`src/core/nca_regs.svh`:
```
// Constants for the nibble core arithmetic and skip decoder
`ifndef NCA_REGS_SVH
`define NCA_REGS_SVH

// ----------------------------------------
// Instruction word fields
// ----------------------------------------
`define NCA_OP_HI 15
`define NCA_OP_LO 11
`define NCA_ROW_HI 10
`define NCA_ROW_LO 8
`define NCA_COL_HI 7
`define NCA_COL_LO 4
`define NCA_LOW_HI 3
`define NCA_LOW_LO 0
`define NCA_TGT_HI 10

// ----------------------------------------
// Program counter layout
// ----------------------------------------
`define NCA_PC_W 14
`define NCA_PC_SEG 13
`define NCA_PC_PAGE_HI 12
`define NCA_PC_PAGE_LO 11

// ----------------------------------------
// Op codes
// ----------------------------------------
`define NCA_OP_ADD_R 5'h00
`define NCA_OP_SUB_R 5'h01
`define NCA_OP_SUM_WITH_CARRY_OP_R 5'h02
`define NCA_OP_DIFFERENCE_WITH_BORROW_OP_R 5'h03
`define NCA_OP_AND_R 5'h04
`define NCA_OP_XOR_R 5'h05
`define NCA_OP_OR_R 5'h06
`define NCA_OP_MISC 5'h07
`define NCA_OP_SKE 5'h09
`define NCA_OP_SKIP_IF_UNEQUAL 5'h0b
`define NCA_OP_ADD_M 5'h10
`define NCA_OP_SUB_M 5'h11
`define NCA_OP_SUM_WITH_CARRY_OP_M 5'h12
`define NCA_OP_DIFFERENCE_WITH_BORROW_OP_M 5'h13
`define NCA_OP_AND_M 5'h14
`define NCA_OP_XOR_M 5'h15
`define NCA_OP_OR_M 5'h16
`define NCA_OP_SKT 5'h1e
`define NCA_OP_SKF 5'h1f

// ----------------------------------------
// Miscellaneous group sub-codes
// ----------------------------------------
`define NCA_SUB_INC_AR 4'h9
`define NCA_SUB_INC_IX 4'h8
`define NCA_ROW_ZERO 3'h0
`define NCA_LOW_ZERO 4'h0

// ----------------------------------------
// Reset values
// ----------------------------------------
`define NCA_RST_NIB 4'h0
`define NCA_RST_SEG 1'h0

`endif

```
`src/core/nca_pkg.sv`:
```
// Types for the nibble core arithmetic and skip decoder
package nca_pkg;

  // ----------------------------------------
  // ALU function, taken from op code bits 2..0
  // ----------------------------------------
  typedef enum logic [2:0] {
    NCA_FN_ADD = 3'h0,
    NCA_FN_SUB = 3'h1,
    NCA_FN_SUM_WITH_CARRY_OP = 3'h2,
    NCA_FN_DIFFERENCE_WITH_BORROW_OP = 3'h3,
    NCA_FN_AND = 3'h4,
    NCA_FN_XOR = 3'h5,
    NCA_FN_OR = 3'h6,
    NCA_FN_NONE = 3'h7
  } nca_fn_t;

  // ----------------------------------------
  // Execution state, Gray coded
  // ----------------------------------------
  typedef enum logic [1:0] {
    NCA_ST_RUN = 2'h0,
    NCA_ST_SKIP = 2'h1
  } nca_state_t;

endpackage

```
`src/core/nca_alu.sv`:
```
// Four-bit ALU for the nibble core
`timescale 1ns/1ps
`include "nca_regs.svh"

module nca_alu
  import nca_pkg::*;
(
  input wire logic [3:0] a_i,
  input wire logic [3:0] b_i,
  input wire logic carry_i,
  input wire nca_fn_t fn_i,
  output logic [3:0] result_o,
  output logic carry_o,
  output logic zero_o
);

  logic [4:0] sum;
  logic [4:0] diff;
  logic cin;

  // Carry only enters the with-carry forms
  assign cin = (fn_i == NCA_FN_SUM_WITH_CARRY_OP || fn_i == NCA_FN_DIFFERENCE_WITH_BORROW_OP) ? carry_i : 1'h0;
  assign sum = {1'h0, a_i} + {1'h0, b_i} + {4'h0, cin};
  assign diff = {1'h0, a_i} - {1'h0, b_i} - {4'h0, cin};

  always_comb begin
    result_o = 4'h0;
    carry_o = 1'h0;
    case (fn_i)
      NCA_FN_ADD, NCA_FN_SUM_WITH_CARRY_OP: begin
        result_o = sum[3:0];
        carry_o = sum[4];
      end
      NCA_FN_SUB, NCA_FN_DIFFERENCE_WITH_BORROW_OP: begin
        result_o = diff[3:0];
        carry_o = diff[4];
      end
      NCA_FN_AND: result_o = a_i & b_i;
      NCA_FN_XOR: result_o = a_i ^ b_i;
      NCA_FN_OR: result_o = a_i | b_i;
      default: result_o = 4'h0;
    endcase
  end

  assign zero_o = (result_o == 4'h0);

endmodule

```
`src/core/nca_exec.sv`:
```
// Execution unit for arithmetic, logic, increment and skip instructions
//
// Overview of operation
// [RQ1] Add memory to register, or immediate to memory
// [RQ2] Add with carry, both destination forms
// [RQ3] Subtract memory from register, or immediate from memory
// [RQ4] Subtract with borrow, both destination forms
// [RQ5] Inclusive or, register and memory forms
// [RQ6] Conjunction, register and memory forms
// [RQ7] Exclusive or, register and memory forms
// [RQ8] Increment address pointer on its sub-code
// [RQ9] Increment index register on its sub-code
// [RQ10] Bits-set test clears compare, skips if all set
// [RQ11] Bits-clear test clears compare, skips if all clear
// [RQ12] Skip when memory equals immediate, nothing stored
// [RQ13] Skip when memory differs from immediate
// [RQ14] Program counter bits 12..11 are the page
// [RQ15] One-bit segment register is program counter bit 13
// [RQ16] Branch target is low eleven address bits
// [RQ17] System call entry splits bits 10..8, 3..0
// [RQ18] Peripheral address: high 3, low 4 bits
// [RQ19] Register file address: row 3, column 4
// [RQ20] Interrupt pushes saved state onto stack
// [RQ21] Stack accessed at entry the stack index selects
// [RQ22] Skipped instruction fetched but acts as no-operation
`timescale 1ns/1ps
`include "nca_regs.svh"

module nca_exec
  import nca_pkg::*;
#(
  parameter int AR_W = 16,
  parameter int IX_W = 12,
  parameter int STK_W = 16,
  parameter int STK_DEPTH = 8
) (
  input wire logic clk_i,
  input wire logic rstn_i,
  input wire logic instr_valid_i,
  input wire logic [15:0] instr_i,
  input wire logic [3:0] reg_rdata_i,
  input wire logic [3:0] mem_rdata_i,
  input wire logic compare_set_i,
  input wire logic [`NCA_PC_W-1:0] pc_i,
  input wire logic segment_load_i,
  input wire logic segment_data_i,
  input wire logic irq_take_i,
  input wire logic [STK_W-1:0] auto_saved_state_i,
  input wire logic push_i,
  input wire logic [STK_W-1:0] push_data_i,
  input wire logic pop_i,
  output logic reg_wr_o,
  output logic [3:0] reg_col_o,
  output logic [3:0] reg_wdata_o,
  output logic mem_wr_o,
  output logic [2:0] mem_row_o,
  output logic [3:0] mem_col_field_o,
  output logic [3:0] mem_wdata_o,
  output logic skip_o,
  output logic nop_o,
  output logic carry_flag_o,
  output logic compare_flag_o,
  output logic [AR_W-1:0] address_pointer_reg_o,
  output logic [IX_W-1:0] index_reg_o,
  output logic [1:0] page_o,
  output logic segment_bit_o,
  output logic [`NCA_PC_W-1:0] program_counter_o,
  output logic [10:0] branch_target_o,
  output logic [2:0] entry_hi_o,
  output logic [3:0] entry_lo_o,
  output logic [2:0] periph_hi_o,
  output logic [3:0] periph_lo_o,
  output logic [2:0] regfile_row_o,
  output logic [3:0] regfile_col_o,
  output logic [STK_W-1:0] stack_top_entry_o,
  output logic [$clog2(STK_DEPTH)-1:0] stack_index_o
);

  localparam int SP_W = $clog2(STK_DEPTH);

  // ----------------------------------------
  // Parameter checks
  // ----------------------------------------
  if (AR_W < 1 || IX_W < 1 || STK_W < 1) begin : g_bad_width
    $error("nca_exec: widths must be at least one bit");
  end
  if (STK_DEPTH < 2 || (STK_DEPTH & (STK_DEPTH - 1)) != 0) begin : g_bad_depth
    $error("nca_exec: stack depth must be a power of two, at least 2");
  end

  // ----------------------------------------
  // Field decode
  // ----------------------------------------
  logic [4:0] opcode;
  logic [2:0] row_f;
  logic [3:0] col_f;
  logic [3:0] low_f;
  logic is_reg_form;
  logic is_mem_form;
  logic is_alu;
  logic is_arith;
  logic is_inc_ar;
  logic is_inc_ix;
  logic is_skt;
  logic is_skf;
  logic is_ske;
  logic is_skip_if_unequal;
  logic is_misc_plain;
  nca_state_t state;
  nca_state_t next_state;
  logic exec;
  logic squash;

  assign opcode = instr_i[`NCA_OP_HI:`NCA_OP_LO];
  assign row_f = instr_i[`NCA_ROW_HI:`NCA_ROW_LO];
  assign col_f = instr_i[`NCA_COL_HI:`NCA_COL_LO];
  assign low_f = instr_i[`NCA_LOW_HI:`NCA_LOW_LO];

  // A skipped slot still consumes its instruction
  assign exec = instr_valid_i && (state == NCA_ST_RUN);
  assign squash = instr_valid_i && (state == NCA_ST_SKIP); // RQ22

  assign is_reg_form = (opcode[4:3] == 2'h0) && (opcode[2:0] != 3'h7);
  assign is_mem_form = (opcode[4:3] == 2'h2) && (opcode[2:0] != 3'h7);
  assign is_alu = is_reg_form || is_mem_form;
  assign is_arith = is_alu && !opcode[2];
  assign is_misc_plain = (opcode == `NCA_OP_MISC) && (row_f == `NCA_ROW_ZERO)
                         && (low_f == `NCA_LOW_ZERO);
  assign is_inc_ar = is_misc_plain && (col_f == `NCA_SUB_INC_AR); // RQ8
  assign is_inc_ix = is_misc_plain && (col_f == `NCA_SUB_INC_IX); // RQ9
  assign is_skt = (opcode == `NCA_OP_SKT);
  assign is_skf = (opcode == `NCA_OP_SKF);
  assign is_ske = (opcode == `NCA_OP_SKE);
  assign is_skip_if_unequal = (opcode == `NCA_OP_SKIP_IF_UNEQUAL);

  // ----------------------------------------
  // Operand selection and ALU
  // ----------------------------------------
  logic [3:0] alu_a;
  logic [3:0] alu_b;
  nca_fn_t alu_fn;
  logic [3:0] alu_res;
  logic alu_cout;
  logic alu_zero;
  logic cmp_sel;
  logic carry_flag;

  // Compares subtract the immediate from memory without carry
  assign cmp_sel = is_ske || is_skip_if_unequal;
  assign alu_a = is_reg_form ? reg_rdata_i : mem_rdata_i;
  assign alu_b = is_reg_form ? mem_rdata_i : low_f;
  assign alu_fn = is_alu ? nca_fn_t'(opcode[2:0]) :
                  (cmp_sel ? NCA_FN_SUB : NCA_FN_NONE);

  nca_alu u_alu (
    .a_i(alu_a),
    .b_i(alu_b),
    .carry_i(carry_flag),
    .fn_i(alu_fn),
    .result_o(alu_res),
    .carry_o(alu_cout),
    .zero_o(alu_zero)
  );

  // ----------------------------------------
  // Skip conditions
  // ----------------------------------------
  logic bits_set;
  logic bits_clear;
  logic skip_hit;

  assign bits_set = ((mem_rdata_i & low_f) == low_f); // RQ10
  assign bits_clear = ((mem_rdata_i & low_f) == 4'h0); // RQ11
  assign skip_hit = exec && ((is_skt && bits_set) || (is_skf && bits_clear) // RQ10 RQ11
                    || (is_ske && alu_zero) || (is_skip_if_unequal && !alu_zero)); // RQ12 RQ13

  always_comb begin
    next_state = state;
    case (state)
      NCA_ST_RUN: if (skip_hit) begin
        next_state = NCA_ST_SKIP;
      end
      NCA_ST_SKIP: if (instr_valid_i) begin
        next_state = NCA_ST_RUN; // RQ22
      end
      default: next_state = NCA_ST_RUN;
    endcase
  end

  always_ff @(posedge clk_i or negedge rstn_i) begin
    if (!rstn_i) begin
      state <= NCA_ST_RUN;
      skip_o <= 1'h0;
      nop_o <= 1'h0;
    end else begin
      state <= next_state;
      skip_o <= skip_hit;
      nop_o <= squash;
    end
  end

  // ----------------------------------------
  // Register and memory write-back
  // ----------------------------------------
  always_ff @(posedge clk_i or negedge rstn_i) begin
    if (!rstn_i) begin
      reg_wr_o <= 1'h0;
      mem_wr_o <= 1'h0;
      reg_col_o <= `NCA_RST_NIB;
      reg_wdata_o <= `NCA_RST_NIB;
      mem_row_o <= 3'h0;
      mem_col_field_o <= `NCA_RST_NIB;
      mem_wdata_o <= `NCA_RST_NIB;
    end else begin
      reg_wr_o <= exec && is_reg_form; // RQ1 RQ2 RQ3 RQ4 RQ5 RQ6 RQ7
      mem_wr_o <= exec && is_mem_form; // RQ1 RQ2 RQ3 RQ4 RQ5 RQ6 RQ7
      if (exec && is_alu) begin
        reg_col_o <= low_f;
        mem_row_o <= row_f;
        mem_col_field_o <= col_f;
        reg_wdata_o <= alu_res;
        mem_wdata_o <= alu_res;
      end
    end
  end

  // ----------------------------------------
  // Flags and pointer registers
  // ----------------------------------------
  logic compare_flag;
  logic [AR_W-1:0] address_pointer_reg;
  logic [IX_W-1:0] index_reg;

  always_ff @(posedge clk_i or negedge rstn_i) begin
    if (!rstn_i) begin
      carry_flag <= 1'h0;
      compare_flag <= 1'h0;
      address_pointer_reg <= '0;
      index_reg <= '0;
    end else begin
      if (exec && is_arith) begin
        carry_flag <= alu_cout; // RQ2 RQ4
      end
      // A set from outside wins over the clear
      if (compare_set_i) begin
        compare_flag <= 1'h1;
      end else if (exec && (is_skt || is_skf)) begin
        compare_flag <= 1'h0; // RQ10 RQ11
      end
      if (exec && is_inc_ar) begin
        address_pointer_reg <= address_pointer_reg + 1'b1; // RQ8
      end
      if (exec && is_inc_ix) begin
        index_reg <= index_reg + 1'b1; // RQ9
      end
    end
  end

  assign carry_flag_o = carry_flag;
  assign compare_flag_o = compare_flag;
  assign address_pointer_reg_o = address_pointer_reg;
  assign index_reg_o = index_reg;

  // ----------------------------------------
  // Program counter and address fields
  // ----------------------------------------
  logic segment_bit;

  always_ff @(posedge clk_i or negedge rstn_i) begin
    if (!rstn_i) begin
      segment_bit <= `NCA_RST_SEG;
      page_o <= 2'h0;
      program_counter_o <= '0;
      branch_target_o <= 11'h000;
      entry_hi_o <= 3'h0;
      entry_lo_o <= 4'h0;
      periph_hi_o <= 3'h0;
      periph_lo_o <= 4'h0;
      regfile_row_o <= 3'h0;
      regfile_col_o <= 4'h0;
    end else begin
      if (segment_load_i) begin
        segment_bit <= segment_data_i; // RQ15
      end
      page_o <= pc_i[`NCA_PC_PAGE_HI:`NCA_PC_PAGE_LO]; // RQ14
      program_counter_o <= {segment_bit, pc_i[`NCA_PC_SEG-1:0]}; // RQ15
      if (instr_valid_i) begin
        branch_target_o <= instr_i[`NCA_TGT_HI:0]; // RQ16
        entry_hi_o <= row_f; // RQ17
        entry_lo_o <= low_f; // RQ17
        periph_hi_o <= row_f; // RQ18
        periph_lo_o <= low_f; // RQ18
        regfile_row_o <= row_f; // RQ19
        regfile_col_o <= low_f; // RQ19
      end
    end
  end

  assign segment_bit_o = segment_bit;

  // ----------------------------------------
  // Return-address stack
  // ----------------------------------------
  logic [STK_W-1:0] stack_mem [STK_DEPTH];
  logic [SP_W-1:0] stack_index;
  logic do_push;
  logic [STK_W-1:0] push_word;
  logic [SP_W-1:0] push_index;

  // Interrupt entry takes the push slot ahead of a program push
  assign do_push = irq_take_i || push_i;
  assign push_word = irq_take_i ? auto_saved_state_i : push_data_i; // RQ20
  assign push_index = stack_index - 1'b1;

  always_ff @(posedge clk_i) begin
    if (do_push) begin
      stack_mem[push_index] <= push_word; // RQ20 RQ21
    end
  end

  always_ff @(posedge clk_i or negedge rstn_i) begin
    if (!rstn_i) begin
      stack_index <= '0;
      stack_top_entry_o <= '0;
    end else begin
      if (do_push) begin
        stack_index <= push_index;
        stack_top_entry_o <= push_word;
      end else begin
        if (pop_i) begin
          stack_index <= stack_index + 1'b1;
        end
        stack_top_entry_o <= stack_mem[pop_i ? stack_index + 1'b1 : stack_index]; // RQ21
      end
    end
  end

  assign stack_index_o = stack_index;

endmodule

```
`config.mk`:
```
export PLATFORM = sky130hd
export DESIGN_NAME = nca_exec
export DESIGN_NICKNAME = d
export VERILOG_FILES = /design/src/core/nca_pkg.sv /design/src/core/nca_alu.sv /design/src/core/nca_exec.sv
export VERILOG_INCLUDE_DIRS = /design/src /design/src/core
export SDC_FILE = /design/constraint.sdc
export NUM_CORES = 1
export LEC_CHECK = 0
export ABC_CLOCK_PERIOD_IN_PS = 2830
export BUFFER_PORTS_ARGS = -buffer_cell sky130_fd_sc_hd__buf_2
export CAP_MARGIN = 20
export CORE_MARGIN = 2
export CORE_UTILIZATION = 51
export CTS_BUF_LIST = sky130_fd_sc_hd__clkbuf_8
export DETAILED_ROUTE_END_ITERATION = 7
export GPL_TIMING_DRIVEN = 0
export PLACE_DENSITY = 0.78
export REMOVE_ABC_BUFFERS = 1
export SLEW_MARGIN = 20
export SYNTH_ARGS = -nofsm -noshare
export SYNTH_HDL_FRONTEND = slang
export SYNTH_SLANG_ARGS = --single-unit
```
`constraint.sdc`:
```
create_clock -name clk_i -period 2.83 [get_ports clk_i]
set_clock_uncertainty 0.1 [all_clocks]
set_input_delay 0.7075 -clock clk_i [delete_from_list [all_inputs] [get_ports clk_i]]
set_output_delay 0.7075 -clock clk_i [all_outputs]
set_load 0.05 [all_outputs]
```
==> flow_results.xml, run 1 <==
<?xml version="1.0" encoding="UTF-8"?>
<metrics>
  <group name="final_layout">
    <metric name="synthToLayoutAreaGrowth" unit="%">25.7</metric>
    <metric name="finalInstanceArea" unit="sq mm">0.0123</metric>
    <metric name="n_antenna_cell" unit="">0</metric>
    <metric name="finalNetCount" unit="">991</metric>
    <metric name="share_of_post_route_cells_with_drive_strength_above_1" unit="">0.416</metric>
    <metric name="fillerInstances" unit="">1290</metric>
  </group>
  <group name="timing">
    <metric name="tightestPinTransition" unit="ns">0.835</metric>
    <metric name="timing.fmax" unit="MHz">287</metric>
    <metric name="hold_worst_slack" unit="ns">0.187</metric>
    <metric name="layout_min_cycle_time" unit="ns">3.48</metric>
    <metric name="layout_worst_path_cycle_share" unit="">1.23</metric>
    <metric name="max-slew-margin-rel" unit="">0.442</metric>
    <metric name="finalSetupViolations" unit="">6</metric>
    <metric name="hold_viol_final" unit="">0</metric>
    <metric name="final.setup.worst_slack" unit="ns">-0.649</metric>
    <metric name="rsz_0062_raised_after_global_routing" unit="">true</metric>
    <metric name="maxSlewViolCount" unit="">0</metric>
  </group>
  <group name="logic_synthesis">
    <metric name="synth_edf_count" unit="">128</metric>
    <metric name="ys_top_cells_by_area" unit="">sky130_fd_sc_hd__edfxtp_1 (39%), sky130_fd_sc_hd__dfrtp_1 (24%), sky130_fd_sc_hd__mux2i_1 (7.3%)</metric>
    <metric name="post-synth-top-count-cell" unit="">sky130_fd_sc_hd__edfxtp_1</metric>
    <metric name="synth_seq_area_share" unit="">0.637</metric>
    <metric name="number_of_warnings_issued_by_yosys" unit="">0</metric>
    <metric name="yosys_register_bits" unit="">223</metric>
    <metric name="post_synth_most_frequent_cells" unit="">sky130_fd_sc_hd__edfxtp_1 (128), sky130_fd_sc_hd__dfrtp_1 (95), sky130_fd_sc_hd__mux2i_1 (71)</metric>
    <metric name="synth_largest_area_cell" unit="">sky130_fd_sc_hd__edfxtp_1</metric>
    <metric name="yosysTopAreaCellShare" unit="">0.394</metric>
    <metric name="synthCells" unit="">663</metric>
    <metric name="syn-mean-instance-area" unit="sq um">14.7</metric>
    <metric name="synthArstFlopShare" unit="">0.426</metric>
    <metric name="post_synth_instance_area" unit="sq mm">0.00976</metric>
    <metric name="synth_flop_cell" unit="">sky130_fd_sc_hd__edfxtp_1</metric>
    <metric name="synth.lib_cells_used.distinct" unit="">53</metric>
  </group>
  <group name="hold_path">
    <metric name="min_path_type" unit="">in2reg</metric>
  </group>
  <group name="routing">
    <metric name="drt_iter0_markers" unit="">309</metric>
    <metric name="via_per_inst" unit="">5.51</metric>
    <metric name="drt-pass1-iter-count" unit="">4</metric>
    <metric name="wl" unit="um">22900</metric>
    <metric name="final_antenna_net_count" unit="">0</metric>
    <metric name="drc_errors" unit="">0</metric>
    <metric name="wl_per_cell" unit="um">19.9</metric>
    <metric name="route.vias.total" unit="">6356</metric>
  </group>
  <group name="grt">
    <metric name="grt_pass1_wl" unit="um">33400</metric>
    <metric name="pin_count_of_the_biggest_net_entering_global_routing" unit="">79</metric>
    <metric name="first_global_vias" unit="">6211</metric>
    <metric name="grt_total_usage" unit="">0.216</metric>
    <metric name="antenna_found_initial" unit="">0</metric>
    <metric name="global_route_total_overflow" unit="">0</metric>
  </group>
  <group name="placement">
    <metric name="post_dp_cell_area" unit="sq mm">0.0111</metric>
    <metric name="final_estimated_routing_congestion_in_global_placement" unit="">0.843</metric>
    <metric name="post-dp-hpwl" unit="um">14300</metric>
    <metric name="io_buffer_count" unit="">198</metric>
  </group>
  <group name="outcome">
    <metric name="outcome" unit="">finished with violations</metric>
    <metric name="violations" unit="">negative setup slack</metric>
  </group>
  <group name="worst_setup_path">
    <metric name="worstSetupStartpointType" unit="">input port</metric>
    <metric name="critical_path.max_fanout" unit="">8</metric>
    <metric name="cp-end-kind" unit="">register</metric>
    <metric name="critPathArrivalTime" unit="ns">3.79</metric>
    <metric name="worstSetupPathType" unit="">in2reg</metric>
    <metric name="worstPathRequired" unit="ns">3.14</metric>
  </group>
  <group name="floorplanning">
    <metric name="effective_utilization_at_floorplan" unit="">0.520</metric>
    <metric name="core" unit="sq mm">0.0188</metric>
    <metric name="io_pins" unit="">200</metric>
    <metric name="fp.dieH" unit="um">142</metric>
    <metric name="horizontal_die_dimension" unit="um">142</metric>
    <metric name="fp-row-count" unit="">50</metric>
    <metric name="die-area" unit="sq mm">0.0203</metric>
  </group>
  <group name="clocking">
    <metric name="clock_tree.htree_level_count" unit="">2</metric>
    <metric name="path_clk_slew" unit="ns">0.06</metric>
    <metric name="clock-sinks" unit="">223</metric>
    <metric name="numCtsBuffers" unit="">37</metric>
    <metric name="clock_tree_root_buffer_cell" unit="">sky130_fd_sc_hd__clkbuf_8</metric>
    <metric name="cts_buffer_depth" unit="">3</metric>
    <metric name="tritoncts_clock_tree" unit="">yes</metric>
    <metric name="clk_lat_worst_skew" unit="ns">0.53</metric>
  </group>
  <group name="pwr">
    <metric name="finalPower" unit="W">0.0117</metric>
    <metric name="ir_drop" unit="V">0.000985</metric>
    <metric name="power_density" unit="mW/mm^2">953</metric>
    <metric name="power.leakage" unit="nW">5.39</metric>
  </group>
  <group name="flow_run">
    <metric name="cap_viol_max_count" unit="">0</metric>
  </group>
</metrics>
[worst max-delay path: stages]
cell                        delay, ns
sky130_fd_sc_hd__buf_16          0.12
sky130_fd_sc_hd__a311oi_4        0.39
sky130_fd_sc_hd__buf_6           0.16
sky130_fd_sc_hd__mux2i_4         0.22
sky130_fd_sc_hd__inv_2           0.08
sky130_fd_sc_hd__fa_2            0.43
sky130_fd_sc_hd__buf_4           0.16
sky130_fd_sc_hd__inv_2           0.05
sky130_fd_sc_hd__fa_1            0.19
sky130_fd_sc_hd__nand2b_4        0.14
sky130_fd_sc_hd__a21boi_4        0.06
sky130_fd_sc_hd__nor4_4          0.36
sky130_fd_sc_hd__nand3_2         0.17
sky130_fd_sc_hd__o21a_1          0.23
sky130_fd_sc_hd__o2111ai_2       0.19
sky130_fd_sc_hd__nand2_1         0.10
[layout by cell type, fill, tap and decap left out, types with 4 or more instances in the layout]
master and count:
sky130_fd_sc_hd__nand2b_1 7, sky130_fd_sc_hd__nor2_4 6, sky130_fd_sc_hd__nand2_1 28, sky130_fd_sc_hd__and3_1 9, sky130_fd_sc_hd__nand3_1 13, sky130_fd_sc_hd__mux4_2 16, sky130_fd_sc_hd__a211oi_1 4, sky130_fd_sc_hd__buf_2 192
sky130_fd_sc_hd__mux2i_1 70, sky130_fd_sc_hd__nand4_1 4, sky130_fd_sc_hd__inv_1 31, sky130_fd_sc_hd__a21oi_1 21, sky130_fd_sc_hd__buf_12 4, sky130_fd_sc_hd__dfrtp_1 95, sky130_fd_sc_hd__buf_6 11, sky130_fd_sc_hd__clkinv_1 7
sky130_fd_sc_hd__and2_1 5, sky130_fd_sc_hd__buf_16 7, sky130_fd_sc_hd__xnor2_1 24, sky130_fd_sc_hd__xor2_1 7, sky130_fd_sc_hd__ha_1 15, sky130_fd_sc_hd__mux2_2 36, sky130_fd_sc_hd__clkbuf_8 42, sky130_fd_sc_hd__nor3_2 4
sky130_fd_sc_hd__buf_4 24, sky130_fd_sc_hd__nor2_1 26, sky130_fd_sc_hd__edfxtp_1 128, sky130_fd_sc_hd__o21ai_0 7, sky130_fd_sc_hd__o22ai_1 4
[cell type report]
cell class                 instances  area [sq um]  area share
inverter                          21          78.8     0.00643
clock inverter                    24           108     0.00877
multi-input combinational        366          3370       0.275
timing repair buffer             243          1620       0.132
sequential                       223          6220       0.507
tap                              234           293      0.0239
clock buffer                      42           578      0.0471
[stage by stage]
stage                     instances  setup WS [ns]  TNS (ns)   util
after floorplan                 610          -1.03    -27.05      -
after global placement         1042          -2.31   -187.58  0.571
after detailed placement       1059          -1.79    -22.44  0.591
after CTS                      1139         -0.451     -1.59  0.640
after global routing           1153         -0.733     -3.35  0.654
final                          1153         -0.649     -2.64  0.654
[power breakdown]
group / internal [W] / switching [W]
registers: 0.00432 / 0.000273
clock network: 0.00136 / 0.00127
logic: 0.00181 / 0.00266
[kinds of logic (layout without fill, tap and decap cells)]
kind of cell	after synthesis	in the layout	share of synthesized area
compound gates	59	59	0.0399
buf+inv	74	330	0.0409
mux	125	125	0.154
fa+ha+maj	20	20	0.0287
xor+xnor	33	33	0.0315
flops	223	223	0.637
simple gates	129	129	0.0678
[flip-flops by register name (all words and copies together), names as in the netlist, 3 cells and up]
name / count
stack_mem: 128
address_pointer_reg_o: 16
stack_top_entry_o: 16
program_counter_o: 14
index_reg_o: 12
branch_target_o: 11
mem_col_field_o: 4
mem_wdata_o: 4
reg_col_o: 4
mem_row_o: 3
stack_index_o: 3
[what timing repair did]
item | 4_1_cts | 5_1_grt
gates cloned | 0 | 1
setup endpoints to repair | 13 | 48
pin swaps | 10 | 16
resized for setup | 33 | 24
hold buffers | 1 | 0
setup buffers | 14 | 13
endpoints found under the hold margin | 17 | 0
[routing by layer]
| layer | vias up | share of wire | global-route usage |
|---|---|---|---|
| met5 | - | 0 | 0 |
| met4 | 0 | 0.024 | 0.0787 |
| met3 | 45 | 0.081 | 0.0532 |
| met2 | 316 | 0.50 | 0.369 |
| met1 | 3122 | 0.39 | 0.269 |
| li1 | 2873 | - | - |
[worst paths after layout]
| kind | from | endpoint | slack [ns] | cells past startpoint |
|---|---|---|---|---|
| hold reg to reg | segment_bit_o | program_counter_o[13] | 0.29 | 0 |
| setup reg to reg | carry_flag_o | skip_o | -0.22 | 12 |
| min in group asynchronous | rstn_i | mem_wdata_o[2] | 0.49 | 2 |
| max in group asynchronous | rstn_i | stack_top_entry_o[13] | 1.45 | 3 |
| hold / removal | pc_i[8] | program_counter_o[8] | 0.19 | 1 |
| setup / recovery | instr_i[11] | skip_o | -0.65 | 16 |
No activity file was read; power rests on OpenSTA's default activity.
==> inputs of run 2 (changes only) <==
- ABC_CLOCK_PERIOD_IN_PS: 2830 -> 3300
- CORE_UTILIZATION: 51 -> 57
- PLACE_DENSITY: 0.78 -> 0.82
- clock period: 2.83 -> 3.3 ns (I/O delays scaled with it)
==> flow_results.xml, run 2 (synthesized netlist as in run 1, its figures left out) <==
<?xml version="1.0" encoding="UTF-8"?>
<metrics>
  <group name="worst_setup_path">
    <metric name="path_depth" unit="">14</metric>
    <metric name="worstSetupStartpointType" unit="">input port</metric>
    <metric name="timing.critical_path.slowest_cell_delay" unit="ns">0.46</metric>
    <metric name="cpMostUsedCell" unit="">sky130_fd_sc_hd__buf_4</metric>
    <metric name="worst-r2r-cell-count" unit="">11</metric>
    <metric name="path_delay_family" unit="">compound AO/OA/AOI/OAI gates</metric>
    <metric name="critical_path.max_fanout" unit="">10</metric>
    <metric name="crit_buf_inv" unit="">4</metric>
    <metric name="worst_r2r_endpoint" unit="">skip_o</metric>
    <metric name="worstPathRequired" unit="ns">3.60</metric>
    <metric name="r2r_slack" unit="ns">0.35</metric>
    <metric name="critPathArrivalTime" unit="ns">3.88</metric>
    <metric name="rr_startpoint" unit="">carry_flag_o</metric>
    <metric name="path_cells" unit="">buf_12 &gt; a311oi_4 &gt; buf_4 &gt; buf_4 &gt; mux2i_2 &gt; inv_1 &gt; fa_2 &gt; nand2b_1 &gt; a21boi_2 &gt; nor4_2 &gt; nand3_1 &gt; o21a_1 &gt; o2111ai_2 &gt; nand2_1</metric>
    <metric name="slowest_stage" unit="">sky130_fd_sc_hd__fa_2</metric>
    <metric name="worstSetupPathType" unit="">in2reg</metric>
    <metric name="worst_setup_path_endpoint" unit="">skip_o</metric>
    <metric name="cp-end-kind" unit="">register</metric>
    <metric name="crit_path_start" unit="">instr_i[12]</metric>
  </group>
  <group name="routing">
    <metric name="drt-pass1-iter-count" unit="">5</metric>
    <metric name="drt_iter0_markers" unit="">386</metric>
    <metric name="drc_errors" unit="">0</metric>
    <metric name="route.vias.total" unit="">6358</metric>
    <metric name="wl" unit="um">21800</metric>
    <metric name="via_per_inst" unit="">5.66</metric>
    <metric name="wl_per_cell" unit="um">19.4</metric>
    <metric name="final_antenna_net_count" unit="">0</metric>
  </group>
  <group name="final_layout">
    <metric name="largest-register" unit="">stack_mem</metric>
    <metric name="synthToLayoutAreaGrowth" unit="%">23.3</metric>
    <metric name="largest_reg_flops" unit="">128</metric>
    <metric name="finalNetCount" unit="">981</metric>
    <metric name="n_antenna_cell" unit="">0</metric>
    <metric name="share_of_post_route_cells_with_drive_strength_above_1" unit="">0.412</metric>
    <metric name="fin_cells" unit="">1124</metric>
    <metric name="layout.cells.most_common_list" unit="">sky130_fd_sc_hd__buf_2 (192), sky130_fd_sc_hd__edfxtp_1 (128), sky130_fd_sc_hd__dfrtp_1 (95), sky130_fd_sc_hd__mux2i_1 (67), sky130_fd_sc_hd__clkbuf_8 (38)</metric>
    <metric name="final_common_cell" unit="">sky130_fd_sc_hd__buf_2</metric>
    <metric name="fillerInstances" unit="">1026</metric>
  </group>
  <group name="placement">
    <metric name="post-dp-hpwl" unit="um">14900</metric>
    <metric name="io_buffer_count" unit="">198</metric>
    <metric name="place_inst" unit="">1045</metric>
    <metric name="final_estimated_routing_congestion_in_global_placement" unit="">0.866</metric>
    <metric name="pre_cts_ws" unit="ns">-1.38</metric>
  </group>
  <group name="timing">
    <metric name="layout_min_cycle_time" unit="ns">3.58</metric>
    <metric name="layout_worst_path_cycle_share" unit="">1.09</metric>
    <metric name="maxSlewViolCount" unit="">0</metric>
    <metric name="max-slew-margin-rel" unit="">0.462</metric>
    <metric name="finalSetupViolations" unit="">2</metric>
    <metric name="hold_viol_final" unit="">0</metric>
    <metric name="tightestPinTransition" unit="ns">0.805</metric>
    <metric name="rsz_0062_raised_after_global_routing" unit="">true</metric>
    <metric name="timing.fmax" unit="MHz">279</metric>
    <metric name="final.setup.worst_slack" unit="ns">-0.283</metric>
  </group>
  <group name="clocking">
    <metric name="clk_lat_worst_skew" unit="ns">0.53</metric>
    <metric name="path_clk_slew" unit="ns">0.06</metric>
    <metric name="cts_buffer_depth" unit="">3</metric>
    <metric name="post_cts_hold_fix_bufs" unit="">0</metric>
    <metric name="clock-sinks" unit="">223</metric>
    <metric name="clock_tree.htree_level_count" unit="">2</metric>
    <metric name="tritoncts_clock_tree" unit="">yes</metric>
    <metric name="clock_tree_root_buffer_cell" unit="">sky130_fd_sc_hd__clkbuf_8</metric>
    <metric name="numCtsBuffers" unit="">35</metric>
  </group>
  <group name="grt">
    <metric name="pin_count_of_the_biggest_net_entering_global_routing" unit="">59</metric>
    <metric name="antenna_found_initial" unit="">0</metric>
    <metric name="grt_total_usage" unit="">0.238</metric>
    <metric name="global_route_total_overflow" unit="">0</metric>
    <metric name="first_global_vias" unit="">6414</metric>
    <metric name="grt_pass1_wl" unit="um">33100</metric>
  </group>
  <group name="outcome">
    <metric name="outcome" unit="">finished with violations</metric>
    <metric name="violations" unit="">negative setup slack</metric>
  </group>
  <group name="pwr">
    <metric name="power_report.internal_total" unit="W">0.00622</metric>
    <metric name="ir_drop" unit="V">0.00113</metric>
    <metric name="power.net_switching" unit="W">0.00341</metric>
    <metric name="combinationalPowerShare" unit="">0.378</metric>
    <metric name="clock_power_share" unit="">0.215</metric>
    <metric name="power.leakage" unit="nW">5.30</metric>
    <metric name="switching_share" unit="">0.354</metric>
    <metric name="power_density" unit="mW/mm^2">801</metric>
    <metric name="power.sequential.fraction" unit="">0.407</metric>
  </group>
  <group name="floorplanning">
    <metric name="horizontal_die_dimension" unit="um">135</metric>
    <metric name="io_pins" unit="">200</metric>
    <metric name="core" unit="sq mm">0.0166</metric>
    <metric name="die-area" unit="sq mm">0.0182</metric>
    <metric name="effective_utilization_at_floorplan" unit="">0.586</metric>
    <metric name="fp-row-count" unit="">47</metric>
    <metric name="fp.dieH" unit="um">135</metric>
  </group>
  <group name="flow_run">
    <metric name="cap_viol_max_count" unit="">0</metric>
  </group>
  <group name="hold_path">
    <metric name="min_path_type" unit="">in2async</metric>
  </group>
</metrics>
[run 2: changes by cell type in the layout (fill, tap and decap cells not counted), sizes merged]
cell,previous run,this run
buf,241,235
clkbuf,43,38
clkinv,9,3
clkinvlp,2,1
dlygate4sd3,1,0
inv,34,38
[run 2: worst min path at each step]
stage,start,to,depth (start not counted)
finish,rstn_i,index_reg_o[7],1
global route,rstn_i,program_counter_o[6],1
CTS,rstn_i,index_reg_o[4],1
detailed placement,segment_bit_o,program_counter_o[13],0
global placement,segment_bit_o,program_counter_o[13],0
floorplan,state[0],nop_o,1
[run 2: timing repair]
| item | 4_1_cts | 5_1_grt |
|---|---|---|
| pin swaps | 11 | 13 |
| resized for setup | 28 | 18 |
| setup buffers | 10 | 10 |
| endpoints found under the setup margin | 6 | 3 |
[run 2: cell type report]
class | count | area, sq um | share of cell area
flip-flops and latches | 223 | 6220 | 0.517
well taps | 220 | 275 | 0.0229
clock buffers | 38 | 523 | 0.0435
multi-input cells | 366 | 3310 | 0.275
clock inverters | 21 | 91.3 | 0.00759
repair buffers | 235 | 1530 | 0.127
inverters | 21 | 78.8 | 0.00655
[run 2: routing by layer]
layer | global-route usage | up-vias | share of wire
li1 | - | 2845 | -
met1 | 0.299 | 3135 | 0.39
met2 | 0.411 | 310 | 0.50
met3 | 0.0499 | 68 | 0.078
met4 | 0.0854 | 0 | 0.034
met5 | 0 | - | 0
[run 2: power groups by stage]
stage / clock network, W / registers [W] / logic (W)
after global routing: 0.00225 / 0.00397 / 0.00384
after detailed placement: 0 / 0.00398 / 0.00358
after CTS: 0.00213 / 0.00393 / 0.00363
after global placement: 0 / 0.00395 / 0.00313
after floorplan: 0 / 0.00456 / 0.00173
final: 0.00207 / 0.00392 / 0.00364
[run 2: stage by stage]
step | area, sq um | hold WS (ns) | power, W | TNS (ns) | util
6_report | 12000 | 0.113 | 0.00964 | -0.541 | 0.723
3_3_place_gp | 10700 | 0.278 | 0.00708 | -110.90 | 0.643
3_5_place_dp | 11100 | 0.284 | 0.00755 | -6.90 | 0.666
4_1_cts | 11900 | 0.101 | 0.00968 | -0.351 | 0.714
5_1_grt | 12000 | 0.118 | 0.0101 | -0.848 | 0.723
2_1_floorplan | 9440 | 0.402 | 0.00629 | -3.62 | -
